### src/include/fcws_pkg.sv
package fcws_pkg;

  localparam int ADDR_W = 19;
  localparam int DATA_W = 8;

  // Command addresses and data
  localparam logic [18:0] UNLOCK1_ADDR = 19'h0_0555;
  localparam logic [18:0] UNLOCK2_ADDR = 19'h0_02AA;
  localparam logic [7:0]  UNLOCK1_DATA = 8'hAA;
  localparam logic [7:0]  UNLOCK2_DATA = 8'h55;
  localparam logic [7:0]  CMD_PROGRAM  = 8'hA0;
  localparam logic [7:0]  CMD_ERASE    = 8'h80;
  localparam logic [7:0]  CMD_CHIP_ER  = 8'h10;
  localparam logic [7:0]  CMD_SECT_ER  = 8'h30;
  localparam logic [7:0]  CMD_AUTOSEL  = 8'h90;
  localparam logic [7:0]  CMD_RESET    = 8'hF0;
  localparam logic [7:0]  CMD_SUSPEND  = 8'hB0;
  localparam logic [7:0]  CMD_RESUME   = 8'h30;

  // Status bit positions and sector address bits
  localparam int POLL_BIT   = 7;
  localparam int TOGGLE1_BIT = 6;
  localparam int FAIL_BIT   = 5;
  localparam int TIMER_BIT  = 3;
  localparam int TOGGLE2_BIT = 2;
  localparam int SECT_HI    = 18;
  localparam int SECT_LO    = 16;

  // Host register offsets
  localparam logic [3:0] REG_CTRL   = 4'h0;
  localparam logic [3:0] REG_ADDR   = 4'h1;
  localparam logic [3:0] REG_WDATA  = 4'h2;
  localparam logic [3:0] REG_STATUS = 4'h3;
  localparam logic [3:0] REG_RDATA  = 4'h4;
  localparam logic [3:0] REG_PROT   = 4'h5;

  // Operation codes written to REG_CTRL[3:0]
  localparam logic [3:0] OP_READ     = 4'h1;
  localparam logic [3:0] OP_PROGRAM  = 4'h2;
  localparam logic [3:0] OP_SECT_ER  = 4'h3;
  localparam logic [3:0] OP_CHIP_ER  = 4'h4;
  localparam logic [3:0] OP_SUSPEND  = 4'h5;
  localparam logic [3:0] OP_RESUME   = 4'h6;
  localparam logic [3:0] OP_RESET    = 4'h7;
  localparam logic [3:0] OP_AUTOSEL  = 4'h8;
  localparam logic [3:0] OP_ADD_SECT = 4'h9;

  // Bus cycle phases, 10 MHz clock
  localparam int CLK_NS      = 100;
  localparam int PHASE_NS    = 100;
  localparam int PHASE_CYC   = (PHASE_NS + CLK_NS - 1) / CLK_NS;
  localparam logic [1:0] CYC_SETUP = 2'h0;
  localparam logic [1:0] CYC_PULSE = 2'h1;
  localparam logic [1:0] CYC_HOLD  = 2'h2;

  localparam logic [31:0] RESET_VAL = 32'h0000_0000;

  typedef enum logic [3:0] {
    FCWS_IDLE    = 4'b0000,
    FCWS_SEQ     = 4'b0001,
    FCWS_POLL1   = 4'b0010,
    FCWS_POLL2   = 4'b0011,
    FCWS_DONE    = 4'b0100,
    FCWS_FAIL    = 4'b0101
  } fcws_state_e;

endpackage

### src/hw/fcws_bus_cycle.sv
`timescale 1ns/1ps
// One write or read bus cycle on the flash pins
module fcws_bus_cycle #(
  parameter int AW = 19,
  parameter int DW = 8
) (
  input  wire logic          clock,
  input  wire logic          rst_n,
  input  wire logic          start,
  input  wire logic          is_write,
  input  wire logic [AW-1:0] addr,
  input  wire logic [DW-1:0] wdata,
  output logic               done,
  output logic [DW-1:0]      rdata_q,
  output logic [AW-1:0]      flash_addr_q,
  output logic               flash_ce_n_q,
  output logic               flash_we_n_q,
  output logic               flash_oe_n_q,
  output logic [DW-1:0]      flash_dq_out_q,
  output logic               flash_dq_oe_q,
  input  wire logic [DW-1:0] flash_dq_in
);

  logic [1:0] phase_q;
  logic       busy_q;
  logic       wr_q;

  assign done = busy_q && (phase_q == fcws_pkg::CYC_HOLD);

  always_ff @(posedge clock or negedge rst_n)
  begin
    if (!rst_n)
    begin
      busy_q  <= 1'b0;
      phase_q <= fcws_pkg::CYC_SETUP;
      wr_q    <= 1'b0;
    end
    else if (!busy_q)
    begin
      if (start)
      begin
        busy_q  <= 1'b1;
        phase_q <= fcws_pkg::CYC_SETUP;
        wr_q    <= is_write;
      end
    end
    else if (phase_q == fcws_pkg::CYC_HOLD)
      busy_q <= 1'b0;
    else
      phase_q <= phase_q + 2'h1;
  end

  // Address is set up before strobes fall; data held past strobe rise
  always_ff @(posedge clock or negedge rst_n)
  begin
    if (!rst_n)
    begin
      flash_addr_q   <= '0;
      flash_dq_out_q <= '0;
      flash_dq_oe_q  <= 1'b0;
      flash_ce_n_q   <= 1'b1;
      flash_we_n_q   <= 1'b1;
      flash_oe_n_q   <= 1'b1;
    end
    else if (!busy_q && start)
    begin
      flash_addr_q   <= addr;
      flash_dq_out_q <= wdata;
      flash_dq_oe_q  <= is_write;
      flash_ce_n_q   <= 1'b0;
    end
    else if (busy_q && phase_q == fcws_pkg::CYC_SETUP)
    begin
      flash_we_n_q <= !wr_q;
      flash_oe_n_q <= wr_q;
    end
    else if (busy_q && phase_q == fcws_pkg::CYC_PULSE)
    begin
      flash_we_n_q <= 1'b1;
      flash_oe_n_q <= 1'b1;
    end
    else if (busy_q && phase_q == fcws_pkg::CYC_HOLD)
    begin
      flash_ce_n_q  <= 1'b1;
      flash_dq_oe_q <= 1'b0;
    end
  end

  // Sample read data at end of the OE pulse
  always_ff @(posedge clock or negedge rst_n)
  begin
    if (!rst_n)
      rdata_q <= '0;
    else if (busy_q && phase_q == fcws_pkg::CYC_PULSE && !wr_q)
      rdata_q <= flash_dq_in;
  end

endmodule

### src/hw/fcws_host.sv
`timescale 1ns/1ps
// Overview of operation
// - Command cycles are all writes
// - Reset command leaves autoselect or failure
// - Autoselect fourth cycle is a read
// - Poll program at the programmed address
// - Poll erase inside a selected sector
// - Done when bit six reads the same twice in a row
// - Suspend B0, resume 30, any address
module fcws_host #(
  parameter int AW = fcws_pkg::ADDR_W,
  parameter int DW = fcws_pkg::DATA_W
) (
  input  wire logic          clock,
  input  wire logic          rst_n,
  input  wire logic [3:0]    reg_addr,
  input  wire logic [31:0]   reg_wdata,
  input  wire logic          reg_write,
  input  wire logic          reg_read,
  output logic [31:0]        reg_rdata_q,
  output logic [AW-1:0]      flash_addr_q,
  output logic               flash_ce_n_q,
  output logic               flash_we_n_q,
  output logic               flash_oe_n_q,
  output logic [DW-1:0]      flash_dq_out_q,
  output logic               flash_dq_oe_q,
  input  wire logic [DW-1:0] flash_dq_in
);

  fcws_pkg::fcws_state_e state_q;

  logic [3:0]    op_q;
  logic [AW-1:0] addr_q;
  logic [DW-1:0] wdata_q;
  logic [DW-1:0] rdata_q;
  logic [DW-1:0] prev_q;
  logic [2:0]    step_q;
  logic [2:0]    nsteps;
  logic          busy_q;
  logic          fail_q;
  logic          timer_q;
  logic          protected_q;
  logic          suspended_q;
  logic          start;
  logic          is_write;
  logic [AW-1:0] cyc_addr;
  logic [DW-1:0] cyc_data;
  logic          cyc_done;
  logic [DW-1:0] cyc_rdata;
  logic          go;
  logic          cyc_busy_q;

  // Number of bus cycles per operation
  function automatic logic [2:0] op_len(input logic [3:0] op);
    case (op)
      fcws_pkg::OP_READ:     op_len = 3'd1;
      fcws_pkg::OP_PROGRAM:  op_len = 3'd4;
      fcws_pkg::OP_SECT_ER:  op_len = 3'd6;
      fcws_pkg::OP_CHIP_ER:  op_len = 3'd6;
      fcws_pkg::OP_SUSPEND:  op_len = 3'd1;
      fcws_pkg::OP_RESUME:   op_len = 3'd1;
      fcws_pkg::OP_RESET:    op_len = 3'd1;
      fcws_pkg::OP_AUTOSEL:  op_len = 3'd4;
      fcws_pkg::OP_ADD_SECT: op_len = 3'd1;
      default:               op_len = 3'd0;
    endcase
  endfunction

  function automatic logic op_polls(input logic [3:0] op);
    op_polls = (op == fcws_pkg::OP_PROGRAM) || (op == fcws_pkg::OP_SECT_ER) ||
               (op == fcws_pkg::OP_CHIP_ER);
  endfunction

  assign nsteps = op_len(op_q);
  assign go     = reg_write && (reg_addr == fcws_pkg::REG_CTRL) && !busy_q &&
                  (op_len(reg_wdata[3:0]) != 3'd0);

  // Sector address keeps A18..A16 only; low bits do not matter to the flash
  function automatic logic [AW-1:0] sect_addr(input logic [AW-1:0] a);
    sect_addr = '0;
    sect_addr[fcws_pkg::SECT_HI:fcws_pkg::SECT_LO] = a[fcws_pkg::SECT_HI:fcws_pkg::SECT_LO];
  endfunction

  // Pick the address and data of the current cycle
  always_comb
  begin
    cyc_addr = fcws_pkg::UNLOCK1_ADDR;
    cyc_data = fcws_pkg::UNLOCK1_DATA;
    is_write = 1'b1;
    if (state_q == fcws_pkg::FCWS_POLL1 || state_q == fcws_pkg::FCWS_POLL2)
    begin
      cyc_addr = addr_q;
      is_write = 1'b0;
    end
    else
    begin
      case (op_q)
        fcws_pkg::OP_READ:
        begin
          cyc_addr = addr_q;
          is_write = 1'b0;
        end
        fcws_pkg::OP_RESET:   cyc_data = fcws_pkg::CMD_RESET;
        fcws_pkg::OP_SUSPEND: cyc_data = fcws_pkg::CMD_SUSPEND;
        fcws_pkg::OP_RESUME:  cyc_data = fcws_pkg::CMD_RESUME;
        fcws_pkg::OP_ADD_SECT:
        begin
          cyc_addr = sect_addr(addr_q);
          cyc_data = fcws_pkg::CMD_SECT_ER;
        end
        default:
        begin
          case (step_q)
            3'd0: cyc_data = fcws_pkg::UNLOCK1_DATA;
            3'd1:
            begin
              cyc_addr = fcws_pkg::UNLOCK2_ADDR;
              cyc_data = fcws_pkg::UNLOCK2_DATA;
            end
            3'd2: cyc_data = (op_q == fcws_pkg::OP_PROGRAM) ? fcws_pkg::CMD_PROGRAM :
                             (op_q == fcws_pkg::OP_AUTOSEL) ? fcws_pkg::CMD_AUTOSEL :
                             fcws_pkg::CMD_ERASE;
            3'd3:
            begin
              if (op_q == fcws_pkg::OP_PROGRAM)
              begin
                cyc_addr = addr_q;
                cyc_data = wdata_q;
              end
              else if (op_q == fcws_pkg::OP_AUTOSEL)
              begin
                cyc_addr = addr_q;
                is_write = 1'b0;
              end
            end
            3'd4:
            begin
              cyc_addr = fcws_pkg::UNLOCK2_ADDR;
              cyc_data = fcws_pkg::UNLOCK2_DATA;
            end
            default:
            begin
              if (op_q == fcws_pkg::OP_SECT_ER)
              begin
                cyc_addr = sect_addr(addr_q);
                cyc_data = fcws_pkg::CMD_SECT_ER;
              end
              else
                cyc_data = fcws_pkg::CMD_CHIP_ER;
            end
          endcase
        end
      endcase
    end
  end

  assign start = busy_q && (state_q != fcws_pkg::FCWS_DONE) &&
                 (state_q != fcws_pkg::FCWS_FAIL) && !cyc_busy_q;

  always_ff @(posedge clock or negedge rst_n)
  begin
    if (!rst_n)
      cyc_busy_q <= 1'b0;
    else if (cyc_done)
      cyc_busy_q <= 1'b0;
    else if (start)
      cyc_busy_q <= 1'b1;
  end

  fcws_bus_cycle #(
    .AW (AW),
    .DW (DW)
  ) u_cycle (
    .clock          (clock),
    .rst_n          (rst_n),
    .start          (start),
    .is_write       (is_write),
    .addr           (cyc_addr),
    .wdata          (cyc_data),
    .done           (cyc_done),
    .rdata_q        (cyc_rdata),
    .flash_addr_q   (flash_addr_q),
    .flash_ce_n_q   (flash_ce_n_q),
    .flash_we_n_q   (flash_we_n_q),
    .flash_oe_n_q   (flash_oe_n_q),
    .flash_dq_out_q (flash_dq_out_q),
    .flash_dq_oe_q  (flash_dq_oe_q),
    .flash_dq_in    (flash_dq_in)
  );

  // Sequencer; polling starts only after the last write strobe rose
  always_ff @(posedge clock or negedge rst_n)
  begin
    if (!rst_n)
    begin
      state_q <= fcws_pkg::FCWS_IDLE;
      step_q  <= 3'd0;
      busy_q  <= 1'b0;
    end
    else
    begin
      case (state_q)
        fcws_pkg::FCWS_IDLE:
        begin
          step_q <= 3'd0;
          if (go)
          begin
            busy_q  <= 1'b1;
            state_q <= fcws_pkg::FCWS_SEQ;
          end
        end
        fcws_pkg::FCWS_SEQ:
        begin
          if (cyc_done)
          begin
            if (step_q == nsteps - 3'd1)
              state_q <= op_polls(op_q) ? fcws_pkg::FCWS_POLL1 :
                         fcws_pkg::FCWS_DONE;
            else
              step_q <= step_q + 3'd1;
          end
        end
        fcws_pkg::FCWS_POLL1:
          if (cyc_done)
            state_q <= fcws_pkg::FCWS_POLL2;
        fcws_pkg::FCWS_POLL2:
        begin
          if (cyc_done)
          begin
            // Toggle bit unchanged across two reads means finished
            if (prev_q[fcws_pkg::TOGGLE1_BIT] == cyc_rdata[fcws_pkg::TOGGLE1_BIT])
              state_q <= fcws_pkg::FCWS_DONE;
            else if (cyc_rdata[fcws_pkg::FAIL_BIT] &&
                     prev_q[fcws_pkg::FAIL_BIT])
              state_q <= fcws_pkg::FCWS_FAIL;
            else
              state_q <= fcws_pkg::FCWS_POLL1;
          end
        end
        fcws_pkg::FCWS_DONE,
        fcws_pkg::FCWS_FAIL:
        begin
          busy_q  <= 1'b0;
          state_q <= fcws_pkg::FCWS_IDLE;
        end
        default: state_q <= fcws_pkg::FCWS_IDLE;
      endcase
    end
  end

  // Read results; after polling ends the next read is real data
  always_ff @(posedge clock or negedge rst_n)
  begin
    if (!rst_n)
    begin
      rdata_q <= '0;
      prev_q  <= '0;
    end
    else if (cyc_done && !is_write)
    begin
      prev_q  <= cyc_rdata;
      rdata_q <= cyc_rdata;
    end
  end

  // Status flags from read bytes, the fail state and finished suspend or resume
  always_ff @(posedge clock or negedge rst_n)
  begin
    if (!rst_n)
    begin
      fail_q      <= 1'b0;
      timer_q     <= 1'b0;
      protected_q <= 1'b0;
      suspended_q <= 1'b0;
    end
    else
    begin
      if (state_q == fcws_pkg::FCWS_FAIL)
        fail_q <= 1'b1;
      else if (go && reg_wdata[3:0] == fcws_pkg::OP_RESET)
        fail_q <= 1'b0;
      if (cyc_done && !is_write)
        timer_q <= cyc_rdata[fcws_pkg::TIMER_BIT];
      if (cyc_done && !is_write && op_q == fcws_pkg::OP_AUTOSEL)
        protected_q <= cyc_rdata[0];
      if (state_q == fcws_pkg::FCWS_DONE && op_q == fcws_pkg::OP_SUSPEND)
        suspended_q <= 1'b1;
      else if (state_q == fcws_pkg::FCWS_DONE && op_q == fcws_pkg::OP_RESUME)
        suspended_q <= 1'b0;
    end
  end

  // Host registers
  always_ff @(posedge clock or negedge rst_n)
  begin
    if (!rst_n)
    begin
      op_q    <= 4'h0;
      addr_q  <= '0;
      wdata_q <= '0;
    end
    else if (reg_write)
    begin
      if (go)
        op_q <= reg_wdata[3:0];
      if (reg_addr == fcws_pkg::REG_ADDR && !busy_q)
        addr_q <= reg_wdata[AW-1:0];
      if (reg_addr == fcws_pkg::REG_WDATA && !busy_q)
        wdata_q <= reg_wdata[DW-1:0];
    end
  end

  always_ff @(posedge clock or negedge rst_n)
  begin
    if (!rst_n)
      reg_rdata_q <= fcws_pkg::RESET_VAL;
    else if (reg_read)
    begin
      case (reg_addr)
        fcws_pkg::REG_CTRL:   reg_rdata_q <= {28'h000_0000, op_q};
        fcws_pkg::REG_ADDR:   reg_rdata_q <= {13'h0000, addr_q};
        fcws_pkg::REG_WDATA:  reg_rdata_q <= {24'h00_0000, wdata_q};
        fcws_pkg::REG_STATUS: reg_rdata_q <= {28'h000_0000, suspended_q, timer_q,
                                              fail_q, busy_q};
        fcws_pkg::REG_RDATA:  reg_rdata_q <= {24'h00_0000, rdata_q};
        fcws_pkg::REG_PROT:   reg_rdata_q <= {31'h0000_0000, protected_q};
        default:              reg_rdata_q <= fcws_pkg::RESET_VAL;
      endcase
    end
    else
      reg_rdata_q <= fcws_pkg::RESET_VAL;
  end

endmodule

### config.mk
export PLATFORM = sky130hd
export DESIGN_NAME = fcws_host
export DESIGN_NICKNAME = d
export VERILOG_FILES = /design/src/include/fcws_pkg.sv /design/src/hw/fcws_bus_cycle.sv /design/src/hw/fcws_host.sv
export SDC_FILE = /design/constraint.sdc
export NUM_CORES = 1
export LEC_CHECK = 0
export BUFFER_PORTS_ARGS = -buffer_cell sky130_fd_sc_hd__buf_4
export CAP_MARGIN = 40
export CORE_UTILIZATION = 40
export DETAILED_ROUTE_END_ITERATION = 10
export RECOVER_POWER = 100
export SLEW_MARGIN = 20
export SYNTH_ARGS = -nofsm -noshare
export SYNTH_HDL_FRONTEND = slang
export SYNTH_HIERARCHICAL = 1
export SYNTH_SLANG_ARGS = --single-unit
### constraint.sdc
create_clock -name clock -period 3.7 [get_ports clock]
set_input_delay 0.555 -clock clock [delete_from_list [all_inputs] [get_ports clock]]
set_output_delay 0.555 -clock clock [all_outputs]
set_load 0.03 [all_outputs]
# After elaboration in Yosys (flattened, before gate mapping)
# Memories as Yosys holds them, arrays and structs flattened.
# Cells that the tools add are included.
dict set report word_totals {
  register_bits 127
  rom_bits 96
  input_bits 48
  out_inout_bits 63
  word_cells 182
  n_memories 2
}
dict set report op_classes {
  addsub 3
  eq_ne 39
  muxes 57
  n_bitwise 2
  reduce_logical 56
}
# name words word_bits rd rd_clocked_by_memory_dff wr line_no
set mem_list {}
lappend mem_list {{(no name shown)} 16 3 1 0 0 fcws_host.sv:55} ;# case (op)
lappend mem_list {{(no name shown)} 16 3 1 0 0 fcws_host.sv:55}
# cell count
set op_table {}
lappend op_table {{one-hot mux 19 bit (3 select lines)} 2}
lappend op_table {{one-hot mux 19 bit (6 select lines)} 1}
lappend op_table {{2-to-1 mux 19 bit} 4}
lappend op_table {{one-hot mux 8 bit (4 select lines)} 2}
lappend op_table {{== test 4 x 3 -> 1 bit, second input constant} 9}
lappend op_table {{2-to-1 mux 32 bit} 1}
lappend op_table {{2-to-1 mux 1 bit} 25}
lappend op_table {{== test 4 x 2 -> 1 bit, second input constant} 6}
lappend op_table {{2-to-1 mux 4 bit} 5}
lappend op_table {{logical AND 1 bit} 19}
lappend op_table {{2-to-1 mux 8 bit} 2}
lappend op_table {{one-hot mux 4 bit (4 select lines)} 1}
lappend op_table {{nonzero test 2 bit} 8}
lappend op_table {{2-to-1 mux 3 bit} 5}
lappend op_table {{inequality test 2 bit, second input constant} 7}
lappend op_table {{AND reduction 2 bit} 7}
lappend op_table {{== test 4 x 1 -> 1 bit, second input constant} 3}
lappend op_table {{2-to-1 mux 6 bit} 2}
lappend op_table {{== test 4 bit, second input constant} 2}
lappend op_table {{logical NOT 4 bit} 2}
lappend op_table {{inequality test 4 x 3 -> 1 bit, second input constant} 2}
lappend op_table {{OR reduction 2 bit} 4}
lappend op_table {{== test 3 x 2 -> 1 bit, second input constant} 2}
lappend op_table {{2-to-1 mux 2 bit} 3}
lappend op_table {{other kinds (23)} 33}

# Logic depth before layout (Yosys ltp)
# Gate-level depths: netlist (run 1).
dict set report logic_depth {
  word_depth 9
  depth_mapped 11
  ltp_nobuf 10
}

# Cells and area by module
# Netlist (run 1), hierarchy kept.
# mod instances cells_per_inst area_per_inst_um2 seq_area_each_um2
set by_module_without_submodules {}
lappend by_module_without_submodules {fcws_host 1 356 3851.2 1726.7}
lappend by_module_without_submodules {fcws_bus_cycle 1 110 1690.4 1079.8}

# Least setup slack after synthesis (run 1)
# Ideal clock, no wire load.
dict set report synth_timing {
  kind {register to register}
  start {reg op_q[2]}
  end {reg state_q[1]}
  setup_ps 95
  arrival_time_ps 2065
  t_required_ps 3605
  setup_slack_ps 1540
  stages_incl_launch_ff 11
  path_buffers 1
  period_less_slack_ps 2160
  cell_sequence {dfrtp_1 > buf_6 > mux2_4 > nor2_4 > inv_2 > ha_1 > xor2_1 > nand2_1 > o21ai_1 > a21oi_1 > o31ai_1}
}
dict set report synth_via {
  elab_chain_cells 7
  word_cells_on_any_way 14
  cone_classes {add/sub: 1; eq/ne: 5; mux: 4; reduce/logical: 3; memory: 1}
}
# element line_no
set synth_rtl {}
lappend synth_rtl {{start: declaration} fcws_host.sv:32} ;# logic [3:0] op_q;
lappend synth_rtl {{start signal: assignment} fcws_host.sv:305} ;# op_q <= reg_wdata[3:0];
lappend synth_rtl {{branches (longest 7 deep; another with memory read (16 x 3 bit))} --}
lappend synth_rtl {{end signal: assignment} fcws_host.sv:209} ;# state_q <= fcws_pkg::FCWS_SEQ;
lappend synth_rtl {{end signal: assignment} fcws_host.sv:217} ;# state_q <= op_polls(op_q) ? fcws_pkg::FCWS_POLL1 :
lappend synth_rtl {{end signal: assignment} fcws_host.sv:225} ;# state_q <= fcws_pkg::FCWS_POLL2;
lappend synth_rtl {{end: declaration} fcws_host.sv:30} ;# fcws_pkg::fcws_state_e state_q;
# Parallel ways; which one is timed is not known. The select of a mux whose other input is x is not followed.
# A chain may end at the register's enable or synchronous reset.

# Final worst setup path (run 1)
dict set report layout_timing {
  start {in reg_addr[1]}
  end {reg addr_q[18]}
}
dict set report layout_via {
  elab_chain_cells 3
}
# element line_no
set layout_rtl {}
lappend layout_rtl {{start: declaration} fcws_host.sv:16} ;# input wire logic [3:0] reg_addr,
lappend layout_rtl {{== test 4 x 1 -> 1 bit} fcws_host.sv:306} ;# if (reg_addr == fcws_pkg::REG_ADDR && !busy_q)
lappend layout_rtl {{logical AND 1 bit} fcws_host.sv:306}
lappend layout_rtl {{AND reduction 2 bit (no line)} --}
lappend layout_rtl {{end signal: assignment} fcws_host.sv:307} ;# addr_q <= reg_wdata[AW-1:0];
lappend layout_rtl {{end: declaration} fcws_host.sv:33} ;# logic [AW-1:0] addr_q;
# No other way between the ends.

==> results by group, run 1 <==
Timing
  – Setup repair after global routing missed its margin: false
  – Setup TNS Final: 0 ps
  – Measured slew at the worst slew-check pin: 1170 ps
  – Post-route fraction of the period consumed by the critical path: 0.774
  – Highest attainable clock frequency: 349 MHz
  – Post-route setup slack: 834 ps
  – Post-Route Skew: 6.24 ps
  – Final setup violation count: 0
  – Slew Limit Headroom: 0.208
  – Number of hold-slack violations in the final timing report: 0
  – Number of slew-limit violations in the final report: 0
  – Minimum period implied by the final worst setup slack: 2870 ps

Die
  – Row Count: 42
  – Top-level port count: 111
  – DIE HEIGHT: 120 um
  – Total die area: 14300 um2
  – Width of the die: 120 um
  – Core Footprint: 13400 um2
  – Starting utilization of the core area: 0.414

Final layout
  – Total inserted antenna cells: 0
  – Area grow syn2layout: 13.7%
  – Filler Cells Inserted: 1306
  – Final instance count without filler cells: 725
  – Share of final-layout standard cells stronger than drive strength 1: 0.219
  – # nets final: 602

GRT
  – Global-route usage over all layers: 0.188
  – Global-route wire length before repair: 20600 um
  – Pin count of the biggest net entering global routing: 113
  – Via count of the first global-routing pass: 3919
  – Antenna violations before repair: 0
  – Leftover overflow at the end of global routing: 0

Clocking
  – Sinks on the clock net: 112
  – Number of gates resized after CTS: 0
  – CTS tree: done
  – Clock latency on the worst-skew pair: 350 ps
  – Max H-tree Level: 3
  – Root Driver: sky130_fd_sc_hd__clkbuf_16
  – Buffer levels on the longest clock path: 2
  – Number of buffers created by CTS: 9
  – # Post-CTS Setup Buffers: 0
  – Clock input transition at the sequential cells of the worst setup and hold paths: 70 ps
  – CTS Hold Bufs: 0

Yosys
  – Yosys top cell by area: sky130_fd_sc_hd__dfrtp_1
  – Area contributors post-synth: sky130_fd_sc_hd__dfrtp_1, sky130_fd_sc_hd__mux2_2, sky130_fd_sc_hd__mux2_1, sky130_fd_sc_hd__buf_4, sky130_fd_sc_hd__ha_1
  – Number of distinct library cells after synthesis: 64
  – Count of mapped cells out of synthesis: 466
  – Number of flops mapped to enable cells by yosys: 0
  – Most common cell in the synthesized netlist: sky130_fd_sc_hd__dfrtp_1
  – Netlist area before placement: 5540 um2
  – Mean instance size in the synthesized netlist: 11.9 um2
  – Ys Warns: 6
  – Sequential cell area fraction in the yosys report: 0.506
  – Prevailing post-synth register cell: sky130_fd_sc_hd__dfrtp_1
  – Share of synthesized registers carrying an async set or reset: 1.00
  – Register bit total from synthesis: 112
  – Most frequent cells after synthesis: sky130_fd_sc_hd__dfrtp_1, sky130_fd_sc_hd__mux2_2, sky130_fd_sc_hd__nor2_1
  – Share of Yosys cell area claimed by the top area cell type: 0.492

Placed design
  – Detailed-placement wirelength estimate: 8930 um
  – Post-Place Setup Slack: 1170 ps
  – Routability-driven placement congestion ratio: 0.814
  – Quantity of I/O buffers inserted on ports: 84
  – Placed cells: 710

Worst setup path
  – Critical register-to-register path startpoint: step_q[0]$_DFFE_PN0P_
  – CP arrival: 3100 ps
  – Crit-path max FO: 19
  – Critical Path Start Type: input port
  – Nature of the critical path endpoint: register
  – Required time of the critical path: 3940 ps
  – Reg2Reg Capture Point: u_cycle/flash_addr_q[3]$_DFFE_PN0P_
  – Critical setup path kind: input port to register
  – Worst Reg2Reg Path Length in Cells: 9
  – Worst R2R Setup Slack: 890 ps

Run
  – Max_cap viols: 0

Detailed routing
  – Detailed-route wire length: 12500 um
  – First-pass iteration count of the detailed router: 4
  – WL per Instance: 17.2 um
  – Remaining antenna violation count: 0
  – Via density per instance: 5.30
  – Starting DRC count in detailed routing: 259
  – Residual DRC: 0
  – Via count: 3845

Min path
  – Kind of path behind the tightest hold check: input port to asynchronous set/reset pin

Run status
  – Outcome: finished clean

Power
  – VDD IR-drop max: 260 uV
  – Total power divided by cell area: 725 nW/um2
  – Leakage power figure: 2.87 nW
## cell usage in the layout, fill, tap and decap left out, types with 13 or more instances in the layout
cell | netlist | final
sky130_fd_sc_hd__dfrtp_1 | 109 | 109
sky130_fd_sc_hd__mux2_2 | 57 | 57
sky130_fd_sc_hd__clkbuf_1 | 7 | 56
sky130_fd_sc_hd__buf_4 | 18 | 35
sky130_fd_sc_hd__nor2_1 | 26 | 28
sky130_fd_sc_hd__nand2_1 | 24 | 24
sky130_fd_sc_hd__mux2_1 | 21 | 21
sky130_fd_sc_hd__o21ai_0 | 14 | 18
sky130_fd_sc_hd__a21oi_1 | 14 | 14
sky130_fd_sc_hd__inv_1 | 13 | 13
sky130_fd_sc_hd__conb_1 | 1 | 13
## critical path, cell delays in order
cell and delay, ps:
sky130_fd_sc_hd__clkbuf_1 340, sky130_fd_sc_hd__nor2b_1 200, sky130_fd_sc_hd__and2_0 470, sky130_fd_sc_hd__nand3b_1 210, sky130_fd_sc_hd__clkbuf_1 880, sky130_fd_sc_hd__mux2_2 420
## area by class of cell
type,instances,area [um2],share of cell area
timing repair buffer,91,489,0.0777
sequential,112,2810,0.445
clock buffer,11,243,0.0385
multi-input combinational,317,2440,0.387
clock inverter,4,52.6,0.00834
tap,176,220,0.0350
inverter,14,52.6,0.00834
## report_power, final
part           switching [W]  internal [W]  leakage, nW
Clock               0.000434      0.000543        0.146
Combinational       0.000969      0.000691         1.31
Sequential          0.000328       0.00160         1.42
Total                0.00173       0.00283         2.87
## stage by stage
step / total power [W] / hold slack [ps] / instance area, um2 / utilization
final: 0.00457 / 324 / 6300 / 0.470
after global routing: 0.00486 / 384 / 6300 / 0.470
after CTS: 0.00476 / 312 / 6570 / 0.491
after detailed placement: 0.00377 / 423 / 6280 / 0.469
after global placement: 0.00372 / 412 / 6280 / 0.469
after floorplan: 0.00319 / 259 / 5590 / -
## layer usage
layer | up-vias | routed length (um) | track usage
met2 | 80 | 6220 | 0.305
met3 | 18 | 489 | 0.0371
li1 | 1815 | - | -
met4 | 0 | 270 | 0.0789
met5 | - | 0 | 0
met1 | 1932 | 5520 | 0.244
## how the worst max path moves through the flow
stage	startpoint	end	slack [ps]	depth (start not counted)
3_5_place_dp	step_q[0]$_DFFE_PN0P_	u_cycle/flash_addr_q[5]$_DFFE_PN0P_	1170	9
3_3_place_gp	step_q[0]$_DFFE_PN0P_	u_cycle/flash_addr_q[7]$_DFFE_PN0P_	1180	9
6_report	reg_addr[1]	addr_q[18]$_DFFE_PN0P_	830	6
4_1_cts	step_q[0]$_DFFE_PN0P_	u_cycle/flash_addr_q[3]$_DFFE_PN0P_	1130	9
5_1_grt	step_q[0]$_DFFE_PN0P_	u_cycle/flash_addr_q[3]$_DFFE_PN0P_	560	9
2_1_floorplan	op_q[2]$_DFFE_PN0P_	state_q[1]$_DFFE_PN0P_	1540	10
## cells by family (layout without fill, tap and decap cells)
kind of cell / after synthesis / after routing / synth area share
adders and majority gates: 9 / 9 / 0.0203
AOI/OAI and AO/OA: 94 / 94 / 0.123
buffers and inverters: 49 / 120 / 0.0499
and+or+nand+nor: 111 / 111 / 0.118
xor gates and xnor gates: 6 / 6 / 0.00948
other: 1 / 13 / 0.000677
DFF: 112 / 112 / 0.506
muxes: 84 / 84 / 0.173
## registers in the layout (all words and copies together), names as in the netlist, 2 cells and up
| register | count |
|---|---|
| reg_rdata_q | 19 |
| u_cycle/flash_addr_q | 19 |
| u_cycle/flash_dq_out_q | 8 |
| u_cycle/rdata_q | 8 |
| wdata_q | 8 |
| op_q | 4 |
| u_cycle/phase_q | 2 |
| step_q | 3 |
| state_q | 3 |
| prev_q | 8 |
| addr_q | 19 |
Note: power is estimated with default switching activity, not from simulation.
==> run 2, diff against run 1 <==
--- a/config.mk
+++ b/config.mk
@@ -5,6 +5,7 @@
 export SDC_FILE = /design/constraint.sdc
 export NUM_CORES = 1
 export LEC_CHECK = 0
+export ABC_AREA = 1
 export BUFFER_PORTS_ARGS = -buffer_cell sky130_fd_sc_hd__buf_4
 export CAP_MARGIN = 40
 export CORE_UTILIZATION = 40
==> constraint.sdc (replaced) <==
create_clock -name clock -period 2.5 [get_ports clock]
set_input_delay 0.375 -clock clock [delete_from_list [all_inputs] [get_ports clock]]
set_output_delay 0.375 -clock clock [all_outputs]
set_load 0.03 [all_outputs]
==> results by group, run 2 <==
Clocking
  – Number of buffers created by CTS: 9 (unchanged)
  – Clock latency on the worst-skew pair: 350 ps (about the same)
  – Clock input transition at the sequential cells of the worst setup and hold paths: 80 ps (about the same)
  – # Post-CTS Setup Buffers: 0 (unchanged)
  – Number of gates resized after CTS: 0 (unchanged)
  – Buffer levels on the longest clock path: 2 (unchanged)
  – CTS tree: done
  – Root Driver: sky130_fd_sc_hd__clkbuf_16
  – Sinks on the clock net: 112 (unchanged)
  – CTS Hold Bufs: 1 (+1)
  – Max H-tree Level: 3 (unchanged)

Yosys
  – Netlist area before placement: 5520 um2 (-0.38%)
  – Share of Yosys cell area claimed by the top area cell type: 0.494 (+0.00190)
  – Number of flops mapped to enable cells by yosys: 0 (unchanged)
  – Prevailing post-synth register cell: sky130_fd_sc_hd__dfrtp_1
  – Share of synthesized registers carrying an async set or reset: 1.00 (unchanged)
  – Ys Warns: 6 (unchanged)
  – Number of distinct library cells after synthesis: 39 (-39%)
  – Sequential cell area fraction in the yosys report: 0.508 (+0.00195)
  – Count of mapped cells out of synthesis: 682 (+46%)
  – Register bit total from synthesis: 112 (unchanged)
  – Yosys top cell by area: sky130_fd_sc_hd__dfrtp_1
  – Mean instance size in the synthesized netlist: 8.09 um2 (-32%)
  – Area contributors post-synth: sky130_fd_sc_hd__dfrtp_1, sky130_fd_sc_hd__nand2_1, sky130_fd_sc_hd__inv_1, sky130_fd_sc_hd__o21ai_0, sky130_fd_sc_hd__nor2_1
  – Most frequent cells after synthesis: sky130_fd_sc_hd__nand2_1, sky130_fd_sc_hd__dfrtp_1, sky130_fd_sc_hd__inv_1
  – Most common cell in the synthesized netlist: sky130_fd_sc_hd__nand2_1

GRT
  – Most crowded layer after global routing: met2
  – Met3 layer usage reported by global route: 0.0297 (-0.00738)
  – Met1 layer usage reported by global route: 0.269 (+0.0250)
  – Pin count of the biggest net entering global routing: 70 (-38%)
  – Antenna violations before repair: 0 (unchanged)
  – Via count of the first global-routing pass: 4370 (+12%)
  – Global-route usage over all layers: 0.196 (+0.00807)
  – Leftover overflow at the end of global routing: 0 (unchanged)
  – Met2 routing resource usage after global routing: 0.305 (unchanged)
  – Global-route wire length before repair: 21700 um (+5.6%)

Timing
  – Post-Route Skew: 9.41 ps (+3.17 ps)
  – Setup repair after global routing missed its margin: false
  – Minimum period implied by the final worst setup slack: 2130 ps
  – Highest attainable clock frequency: 470 MHz
  – Final hold slack: 254 ps (-70.5 ps)
  – Final setup violation count: 0 (unchanged)
  – Measured slew at the worst slew-check pin: 971 ps (-200 ps)
  – Number of slew-limit violations in the final report: 0 (unchanged)
  – Post-route fraction of the period consumed by the critical path: 0.851
  – Slew Limit Headroom: 0.353 (+0.144)
  – Number of hold-slack violations in the final timing report: 0 (unchanged)
  – Setup TNS Final: 0 ps (unchanged)

Detailed routing
  – WL per Instance: 13.7 um (-21%)
  – First-pass iteration count of the detailed router: 4 (unchanged)
  – Detailed-route wire length: 13000 um (+3.6%)
  – Residual DRC: 0 (unchanged)
  – Via count: 4431 (+15%)
  – Via density per instance: 4.68 (-12%)
  – Starting DRC count in detailed routing: 313 (+21%)
  – Remaining antenna violation count: 0 (unchanged)

Placed design
  – Placed cells: 930 (+31%)
  – Routability-driven placement congestion ratio: 0.879 (+7.9%)
  – Detailed-placement wirelength estimate: 9800 um (+9.8%)
  – Quantity of I/O buffers inserted on ports: 84 (unchanged)

Die
  – Total die area: 14300 um2 (-0.38%)
  – Core Footprint: 13300 um2 (-0.39%)
  – Starting utilization of the core area: 0.414 (about the same)
  – DIE HEIGHT: 119 um (-0.19%)
  – Width of the die: 119 um (-0.19%)
  – Top-level port count: 111 (unchanged)
  – Row Count: 42 (unchanged)

Worst setup path
  – Critical setup path kind: register to register
  – Crit-path max FO: 9 (-10)
  – Max incr delay on CP: 400 ps (-480 ps)
  – Critical register-to-register path startpoint: op_q[2]$_DFFE_PN0P_
  – Most used cell along the critical path: sky130_fd_sc_hd__nand2_1
  – Capturing element of the worst setup path: state_q[0]$_DFFE_PN0P_
  – Required time of the critical path: 2740 ps (-1200 ps)
  – Slowest library cell on the worst path: sky130_fd_sc_hd__dfrtp_1
  – Nature of the critical path endpoint: register
  – Critical path startpoint: op_q[2]$_DFFE_PN0P_
  – Worst R2R Setup Slack: 370 ps (-520 ps)
  – Reg2Reg Capture Point: state_q[0]$_DFFE_PN0P_
  – CP arrival: 2370 ps (-730 ps)
  – Worst Reg2Reg Path Length in Cells: 13 (+4)
  – Critical-path cell list: inv_1 -> nand2_2 -> nor2_1 -> a21oi_1 -> ha_1 -> xor2_1 -> nand2_1 -> nor2_4 -> nand2_1 -> nand2_2 -> nand2_1 -> nand2_1 -> nand2_1
  – Critical Path Start Type: register

Final layout
  – Final instance count without filler cells: 947 (+31%)
  – Area grow syn2layout: 14.8%
  – Share of final-layout standard cells stronger than drive strength 1: 0.102 (-0.116)
  – Largest registers in the final layout: addr_q: 19 flops, reg_rdata_q: 19 flops, u_cycle/flash_addr_q: 19 flops
  – Commonest non-fill, non-tap cell in the layout: sky130_fd_sc_hd__nand2_1
  – Commonest cells after routing, fill and taps aside: sky130_fd_sc_hd__nand2_1, sky130_fd_sc_hd__dfrtp_1, sky130_fd_sc_hd__inv_1
  – # nets final: 823 (+37%)
  – Total inserted antenna cells: 0 (unchanged)

Run status
  – Outcome: finished clean

Power
  – Leakage power figure: 3.35 nW (+17%)
  – Total power divided by cell area: 554 nW/um2 (-24%)
  – VDD IR-drop max: 258 uV (-0.59%)

Run
  – Max_cap viols: 0 (unchanged)

Min path
  – Kind of path behind the tightest hold check: input port to register
-- run 2: area by class of cell --
| type | instances | area [um2] |
|---|---|---|
| Clock buffer | 10 | 239 |
| Clock inverter | 6 | 73.8 |
| Fill cell | 1381 | 7010 |
| Inverter | 102 | 388 |
| Multi-Input combinational cell | 451 | 2120 |
| Sequential cell | 112 | 2810 |
| Tap cell | 176 | 220 |
| Timing Repair Buffer | 90 | 488 |
-- run 2: through the flow --
step	power [W]	util	worst slack, ps	instance area, um2
global placement	0.00205	0.469	465	6260
global route	0.00365	0.475	84.7	6330
floorplan	0.00195	-	721	5570
detailed placement	0.00205	0.469	441	6260
CTS	0.00356	0.493	417	6580
finish	0.00351	0.475	372	6330
-- run 2: power breakdown --
part | switching, W | total [W] | leakage [nW] | internal, W
logic | 0.000122 | 0.000175 | 1.84 | 0.0000531
clock network | 0.000687 | 0.00151 | 0.153 | 0.000821
registers | 0.00000614 | 0.00183 | 1.35 | 0.00182
total | 0.000815 | 0.00351 | 3.35 | 0.00270
-- run 2: worst min path at each step --
stage | to | slack, ps | from | depth (start not counted)
2_1_floorplan | addr_q[0]$_DFFE_PN0P_ | 80 | rst_n | 0
3_3_place_gp | reg_rdata_q[12]$_DFF_PN0_ | 360 | rst_n | 1
3_5_place_dp | reg_rdata_q[13]$_DFF_PN0_ | 370 | rst_n | 1
4_1_cts | reg_rdata_q[6]$_DFF_PN0_ | 240 | reg_read | 3
5_1_grt | reg_rdata_q[6]$_DFF_PN0_ | 260 | reg_read | 3
6_report | reg_rdata_q[7]$_DFF_PN0_ | 250 | reg_read | 3
-- run 2: worst max-delay path: cells and delay by family, from the launching register on --
family / cells / cell delay, ps
flops: 1 / 400
compound gates: 1 / 90
buf+inv: 1 / 250
simple gates: 9 / 840
xor+xnor: 1 / 140
fa+ha+maj: 1 / 290
-- run 2: kinds of logic (layout without fill, tap and decap cells) --
logic type,count (synthesis),after routing,synth area share
AOI/OAI and AO/OA,94,94,0.0959
xor gates and xnor gates,3,3,0.00476
adders and majority gates,9,9,0.0204
buffers and inverters,131,208,0.110
DFF,112,112,0.508
other,1,13,0.000679
and+or+nand+nor,332,332,0.260
-- run 2: layer usage --
metal	vias up	routed length, um
li1	2271	-
met1	2050	6210
met2	91	5930
met3	19	513
met4	0	298
met5	-	0
